### src/rtl/ccrc_pkg.sv
// Constants, settings layout and timing figures of the card clock and reset control.
package ccrc_pkg;

   // Settings register layout, most significant bit first.
   typedef struct packed {
      logic art;
      logic spare;
      logic hold;
      logic level;
      logic halt;
      logic [2:0] div;
   } ccrc_cfg_t;

   // Register map: one word on the APB.
   localparam logic [7:0] CFG_OFFSET = 8'h00;
   localparam logic [7:0] CFG_RESET = 8'h08;
   localparam int ADDR_W = 8;

   // System clock and card clock limit, in kHz.
   localparam int CLK_KHZ = 40000;
   localparam int CARD_CLK_MAX_KHZ = 24000;
   // Least half period of the card clock in system clocks, rounded up.
   localparam int MIN_HALF = (CLK_KHZ + 2 * CARD_CLK_MAX_KHZ - 1) / (2 * CARD_CLK_MAX_KHZ);

   // Card clock half period in system clocks for each divider setting, setting 0 at the right.
   localparam logic [7:0][4:0] DIV_HALF = {5'd16, 5'd12, 5'd8, 5'd6, 5'd4, 5'd3, 5'd2, 5'd1};

   // Card clock rising edges before the reset pin is released automatically.
   localparam int ART_CLOCKS = 400;

endpackage

### src/rtl/ccrc_clkdiv.sv
// Card clock divider with static halt level; glitch-free except that a halt to level 1 leaves a one-cycle low phase.
`timescale 1ns/100ps
module ccrc_clkdiv (
   // Clock and reset
   input wire logic clk,
   input wire logic nrst,
   // Live settings
   input ccrc_pkg::ccrc_cfg_t cfg,
   // Card clock and its rising-edge pulse
   output logic card_clk,
   output logic rise
);

   logic [4:0] cnt_q, cnt_d;
   logic clk_q, clk_d;
   logic rise_q, rise_d;
   logic [2:0] sel_q, sel_d;
   logic halt_q, halt_d;
   logic [4:0] half;

   // While running, new divider and halt settings are only taken at the end of a high phase, so a divider change
   // never shows a phase on the pin shorter than the shorter of the old and new half periods.
   always_comb begin
      half = ccrc_pkg::DIV_HALF[sel_q];
      cnt_d = cnt_q;
      clk_d = clk_q;
      sel_d = sel_q;
      halt_d = halt_q;
      rise_d = 1'b0;
      if (halt_q) begin
         // A halted pin is static, so settings may change at once.
         cnt_d = '0;
         clk_d = cfg.level;
         sel_d = cfg.div;
         halt_d = cfg.halt;
      end else if (cnt_q == half - 5'd1) begin
         cnt_d = '0;
         clk_d = !clk_q;
         rise_d = !clk_q;
         if (clk_q) begin
            sel_d = cfg.div;
            halt_d = cfg.halt;
         end
      end else begin
         cnt_d = cnt_q + 5'd1;
      end
   end

   always_ff @(posedge clk or negedge nrst) begin
      if (!nrst) begin
         cnt_q <= '0;
         clk_q <= 1'b0;
         rise_q <= 1'b0;
         sel_q <= '0;
         halt_q <= 1'b1;
      end else begin
         cnt_q <= cnt_d;
         clk_q <= clk_d;
         rise_q <= rise_d;
         sel_q <= sel_d;
         halt_q <= halt_d;
      end
   end

   assign card_clk = clk_q;
   assign rise = rise_q;

endmodule

### src/rtl/ccrc_top.sv
// Card clock and reset control with its APB settings register.
//
// Chosen here: the placing of the registers and the APB interface to the registers.
`timescale 1ns/100ps
module ccrc_top #(
   parameter int ART_CLOCKS = ccrc_pkg::ART_CLOCKS
) (
   // Clock and reset
   input wire logic clk,
   input wire logic nrst,
   // APB slave
   input wire logic psel,
   input wire logic penable,
   input wire logic pwrite,
   input wire logic [ccrc_pkg::ADDR_W-1:0] paddr,
   input wire logic [31:0] pwdata,
   output logic [31:0] prdata,
   output logic pready,
   output logic pslverr,
   // Card contacts
   output logic card_reset_pin,
   output logic card_clock_pin
);

   localparam int ART_W = $clog2(ART_CLOCKS + 1);

   // The fastest divider setting must respect the card clock limit.
   if (ccrc_pkg::MIN_HALF > 1 || ART_CLOCKS < 1) begin : g_bad_cfg
      $error("Card clock limit or reset delay cannot be served");
   end

   // APB slave state.
   logic [31:0] prdata_q, prdata_d;
   logic pready_q, pready_d;
   logic pslverr_q, pslverr_d;
   ccrc_pkg::ccrc_cfg_t cfg_q, cfg_d;
   logic access;
   logic done;
   logic hit;

   // Card reset state.
   logic [ART_W-1:0] art_cnt_q, art_cnt_d;
   logic rst_pin_q, rst_pin_d;
   logic card_clk;
   logic card_rise;

   assign access = psel && penable;
   assign done = access && pready_q;
   assign hit = paddr == ccrc_pkg::CFG_OFFSET;

   // One wait state: pready rises in the second access cycle, which keeps prdata registered.
   always_comb begin
      pready_d = access && !pready_q;
      pslverr_d = 1'b0;
      prdata_d = '0;
      cfg_d = cfg_q;
      if (access && !pready_q) begin
         pslverr_d = !hit;
         if (hit && !pwrite) begin
            prdata_d = {24'h00_0000, cfg_q};
         end
      end
      if (done && pwrite && hit) begin
         cfg_d = ccrc_pkg::ccrc_cfg_t'(pwdata[7:0]);
         // The unused bit stores nothing and reads as zero.
         cfg_d.spare = 1'b0;
      end
   end

   always_ff @(posedge clk or negedge nrst) begin
      if (!nrst) begin
         prdata_q <= '0;
         pready_q <= 1'b0;
         pslverr_q <= 1'b0;
         cfg_q <= ccrc_pkg::ccrc_cfg_t'(ccrc_pkg::CFG_RESET);
      end else begin
         prdata_q <= prdata_d;
         pready_q <= pready_d;
         pslverr_q <= pslverr_d;
         cfg_q <= cfg_d;
      end
   end

   ccrc_clkdiv u_clkdiv (
      .clk(clk),
      .nrst(nrst),
      .cfg(cfg_q),
      .card_clk(card_clk),
      .rise(card_rise)
   );

   // With automatic transition the pin is released after a fixed count of card clock rising
   // edges; a halted card clock therefore also holds the card in reset.
   always_comb begin
      art_cnt_d = art_cnt_q;
      rst_pin_d = rst_pin_q;
      if (!cfg_q.hold) begin
         art_cnt_d = '0;
         rst_pin_d = 1'b0;
      end else if (!cfg_q.art) begin
         rst_pin_d = 1'b1;
      end else if (art_cnt_q == ART_W'(ART_CLOCKS)) begin
         rst_pin_d = 1'b1;
      end else if (card_rise) begin
         art_cnt_d = art_cnt_q + ART_W'(1);
      end
   end

   always_ff @(posedge clk or negedge nrst) begin
      if (!nrst) begin
         art_cnt_q <= '0;
         rst_pin_q <= 1'b0;
      end else begin
         art_cnt_q <= art_cnt_d;
         rst_pin_q <= rst_pin_d;
      end
   end

   assign prdata = prdata_q;
   assign pready = pready_q;
   assign pslverr = pslverr_q;
   assign card_reset_pin = rst_pin_q;
   assign card_clock_pin = card_clk;

   // Helper logic for the checks: settings age and card clock phase length.
   localparam int SETTLE = 70;
   logic [6:0] age_q, age_d;
   logic [5:0] run_q, run_d;
   logic prev_q, prev_d;
   logic [4:0] cur_half;

   always_comb begin
      age_d = (cfg_d != cfg_q) ? 7'd0 : ((age_q == 7'd127) ? age_q : age_q + 7'd1);
      prev_d = card_clk;
      run_d = (card_clk != prev_q) ? 6'd0 : ((run_q == 6'd63) ? run_q : run_q + 6'd1);
      cur_half = ccrc_pkg::DIV_HALF[cfg_q.div];
   end

   always_ff @(posedge clk or negedge nrst) begin
      if (!nrst) begin
         age_q <= '0;
         run_q <= '0;
         prev_q <= 1'b0;
      end else begin
         age_q <= age_d;
         run_q <= run_d;
         prev_q <= prev_d;
      end
   end

   a_cfg_reset_value: assert property (@(posedge clk)
      $rose(nrst) |-> cfg_q == ccrc_pkg::ccrc_cfg_t'(ccrc_pkg::CFG_RESET))
      else $error("Settings register left reset with a wrong value");

   a_reset_pin_low: assert property (@(posedge clk) disable iff (!nrst)
      !cfg_q.hold |=> !card_reset_pin)
      else $error("Reset pin not low while reset hold is clear");

   a_reset_pin_direct: assert property (@(posedge clk) disable iff (!nrst)
      cfg_q.hold && !cfg_q.art |=> card_reset_pin)
      else $error("Reset pin not high while hold is set without auto transition");

   a_reset_pin_auto: assert property (@(posedge clk) disable iff (!nrst)
      cfg_q.hold && cfg_q.art && art_cnt_q < ART_W'(ART_CLOCKS) ##1 cfg_q.hold |-> !card_reset_pin)
      else $error("Reset pin released before the auto transition count");

   a_clock_halt_level: assert property (@(posedge clk) disable iff (!nrst)
      age_q >= 7'(SETTLE) && cfg_q.halt |-> card_clock_pin == cfg_q.level)
      else $error("Halted card clock pin does not follow the level bit");

   a_clock_fastest: assert property (@(posedge clk) disable iff (!nrst)
      age_q >= 7'(SETTLE) && !cfg_q.halt && cfg_q.div == 3'd0 |=> card_clock_pin != $past(card_clock_pin))
      else $error("Divider zero does not toggle the card clock every cycle");

   a_div_glitch_free: assert property (@(posedge clk) disable iff (!nrst)
      age_q >= 7'(SETTLE) && !cfg_q.halt && card_clk != prev_q
      |-> run_q == 6'(cur_half) - 6'd1)
      else $error("Card clock phase length differs from the divider setting");

   a_apb_read_data: assert property (@(posedge clk) disable iff (!nrst)
      psel && penable && !pready && !pwrite && paddr == ccrc_pkg::CFG_OFFSET
      |=> pready && prdata == {24'h00_0000, $past(cfg_q)})
      else $error("APB read returned wrong settings value");

endmodule
### config.mk
export PLATFORM = sky130hd
export DESIGN_NAME = ccrc_top
export DESIGN_NICKNAME = d
export VERILOG_FILES = /design/src/rtl/ccrc_pkg.sv /design/src/rtl/ccrc_clkdiv.sv /design/src/rtl/ccrc_top.sv
export SDC_FILE = /design/constraint.sdc
export NUM_CORES = 1
export LEC_CHECK = 0
export BUFFER_PORTS_ARGS = -buffer_cell sky130_fd_sc_hd__buf_2
export CAP_MARGIN = 20
export CELL_PAD_IN_SITES_DETAIL_PLACEMENT = 1
export CELL_PAD_IN_SITES_GLOBAL_PLACEMENT = 2
export CORE_MARGIN = 2
export CORE_UTILIZATION = 28
export CTS_CLUSTER_DIAMETER = 100
export DETAILED_ROUTE_END_ITERATION = 6
export GPL_TIMING_DRIVEN = 0
export PLACE_DENSITY_LB_ADDON = 0.25
export SLEW_MARGIN = 5
export SYNTH_ARGS = -nofsm -noshare
export SYNTH_HDL_FRONTEND = slang
export SYNTH_SLANG_ARGS = --single-unit
### constraint.sdc
create_clock -name clk -period 2.8 [get_ports clk]
set_input_delay 0.56 -clock clk [delete_from_list [all_inputs] [get_ports clk]]
set_output_delay 0.56 -clock clk [all_outputs]
set_load 0.05 [all_outputs]
==> out/qor.yml <==
multiInputGateArea_um2: 867
ys_types: 41
cts_tree: "done"
max_cap_viol_count: 0
synth_edf_count: 0
yosysSeqAreaShare: 0.480
grt_overflow: 0
cp.arrival_ns: 2.78
ir_drop_mv: 0.168
root_buffer: "clkbuf_8"
cts_made_buffers: 5
maxSlewHeadroom: 0.458
tightestPinTransition_ns: 0.813
cp_max_fo: 7
path_clk_slew_ns: 0.08
die_y_um: 87.1
htree_num_levels: 2
routedWlPerCell_um: 11.6
syn_to_final_growth_pct: 26.7
slowest_delay_ns: 0.42
syn_area_mm2: 0.00193
cts_buffer_depth: 2
setup_viol: 0
start_kind: "flip-flop"
finalClockSkew_ns: 0.00507
outcome: "complete, no violations"
die_area_mm2: 0.00758
cpMostUsedCell: "a211o_1"
dp_hpwl_mm: 2.91
io_pins: 81
fin_nets: 297
synth-main-ff-cell: "dfrtp_1"
die_x_um: 87.1
async_reset_ff_frac: 1.00
grt_max_degree: 38
finalCritPeriodShare: 0.929
cts.sinks: 37
initial_utilization: 0.288
fillers: 766
drc_errors: 0
synth_cells: 180
critical_path_class: "reg2reg"
netlist_top_cells_area: "dfrtp_1 45%, buf_4 9.7%, ha_1 3.9%"
cp-end-kind: "flip-flop"
drv_slew: 0
antenna_found_initial: 0
ant_nets: 0
cp_cell_sequence: "inv_1 -> ha_1 -> mux2i_1 -> ha_2 -> xor2_2 -> a21oi_1 -> a211o_1 -> nor4_4 -> buf_4 -> nor3b_1 -> a211o_1"
grt_pass1_wl_mm: 6.49
clk_latency_ns: 0.29
drtIter0Drc: 44
hold_viol: 0
grt_pass1_vias: 1376
rsz0062_at_grt: "false"
globalRouteTotalUtil: 0.109
route.vias.total: 1399
fmax_ghz: 0.384
drive_gt1_frac: 0.360
first_pass_iters: 4
cts_hold_buf: 0
critPathRequiredTime_ns: 2.98
setup_ws_ns: 0.198
avgSynthCellArea_um2: 10.7
power.leakage_nw: 1.27
core_mm2: 0.00672
period_needed_ns: 2.60
diodes: 0
yosysMostFrequentCell: "dfrtp_1"
row_count: 30
hold_class: "in2async"
routed_wl_mm: 3.78
power_density_mw_per_mm2: 606
pre_cts_ws_ns: -0.141
seqCellArea_um2: 930
synth_top_area_frac: 0.453
synth.top_cells.by_count: "35 x dfrtp_1, 25 x buf_4, 11 x inv_1, 11 x nor2_1, 8 x xor2_1"
ys_ff_latch: 37
yosysWarnings: 0
synth_area_leader_cell: "dfrtp_1"
slowest_stage: "dfrtp_2"
fin_tns_setup_ns: 0
io_buffers: 30
total_power_mw: 1.48
gp_congestion: 0.728
routed_via_density: 4.28
==> cell usage in the layout, fill, tap and decap left out, types with 2 or more instances in the layout <==
cell type  count
a211o_1        3
nor2_1        11
xnor2_1        5
clkbuf_8       6
mux2_2         6
nand2b_1       2
conb_1        25
buf_4         30
nor3b_1        2
nor3_1         6
inv_1         11
and2_1         6
ha_1           5
dfrtp_1       34
a21oi_1        4
mux2_4         3
buf_2         31
nor4_1         3
nand3_1        7
nand2_1        6
dfstp_2        2
o21ai_0        2
mux2i_1        2
nor2b_1        2
a31oi_1        2
clkbuf_1       2
nand4_1        3
xor2_1         7
==> area by class of cell <==
class                      count  area share
timing repair buffer          35      0.0766
sequential                    37       0.379
buffer                        29      0.0832
clock buffer                   6      0.0337
multi-input combinational    127       0.354
inverter                      11      0.0169
clock inverter                 2      0.0153
tap                           80      0.0409
==> worst paths after layout <==
| path | start | endpoint | slack (ns) | cells after the start |
|---|---|---|---|---|
| worst max-delay path | u_clkdiv.sel_q[0] | u_clkdiv.card_clk | 0.20 | 11 |
| worst min-delay path | nrst | pslverr | 0.36 | 1 |
| worst max register to register | u_clkdiv.sel_q[0] | u_clkdiv.card_clk | 0.20 | 11 |
| worst min register to register | cfg_q[3] | u_clkdiv.halt_q | 0.49 | 1 |
| max in group asynchronous | nrst | u_clkdiv.sel_q[0] | 1.88 | 1 |
| min in group clk | pwrite | prdata[5] | 0.46 | 2 |
==> cells by family (layout without fill, tap and decap cells) <==
logic type	count (synthesis)	after routing	synth area share
adder cells (fa/ha/maj)	6	6	0.0388
AND/OR/NAND/NOR	57	57	0.173
other	1	25	0.00194
AO/OA/AOI/OAI	15	15	0.0518
buffers and inverters	40	83	0.127
XOR/XNOR	13	13	0.0589
flip-flops	37	37	0.480
multiplexers	11	11	0.0686
==> worst max-delay path, delay by kind of cell, from the launching register on <==
kind / cells / cell delay [ns]
XOR/XNOR: 1 / 0.21
multiplexers: 1 / 0.16
AND/OR/NAND/NOR: 2 / 0.30
adder cells (fa/ha/maj): 2 / 0.58
buffers and inverters: 2 / 0.25
flip-flops: 1 / 0.42
AO/OA/AOI/OAI: 3 / 0.57
==> sequential cells by signal, summed over array words and instances, names as in the netlist <==
register,count
art_cnt_q,9
cfg_q,7
prdata,7
u_clkdiv.cnt_q,5
u_clkdiv.sel_q,3
card_reset_pin,1
pready,1
pslverr,1
u_clkdiv.card_clk,1
u_clkdiv.halt_q,1
u_clkdiv.rise,1
==> routing by layer <==
metal	vias up	wire, um	track usage
li1	687	-	-
met1	668	1750	0.147
met2	38	1770	0.171
met3	6	208	0.0284
met4	0	63	0.0378
met5	-	0	0
==> what timing repair did <==
action	4_1_cts	5_1_grt
setup buffers	2	3
gates resized for setup	2	2
pin swaps	1	1
cloned	0	0
endpoints found under the setup margin	3	5
==> report_power, final <==
part,switching (mW),internal [mW]
logic,0.228,0.168
clock network,0.195,0.290
registers,0.0376,0.566
total,0.461,1.02
==> through the flow <==
| step | area [um^2] | hold slack (ns) | util | cells |
|---|---|---|---|---|
| 2_1_floorplan | 2020 | 0.264 | - | 204 |
| 3_3_place_gp | 2270 | 0.477 | 0.338 | 314 |
| 3_5_place_dp | 2270 | 0.482 | 0.338 | 314 |
| 4_1_cts | 2420 | 0.385 | 0.360 | 324 |
| 5_1_grt | 2450 | 0.423 | 0.365 | 327 |
| 6_report | 2450 | 0.357 | 0.365 | 327 |
Note: power is estimated with default switching activity, not from simulation.
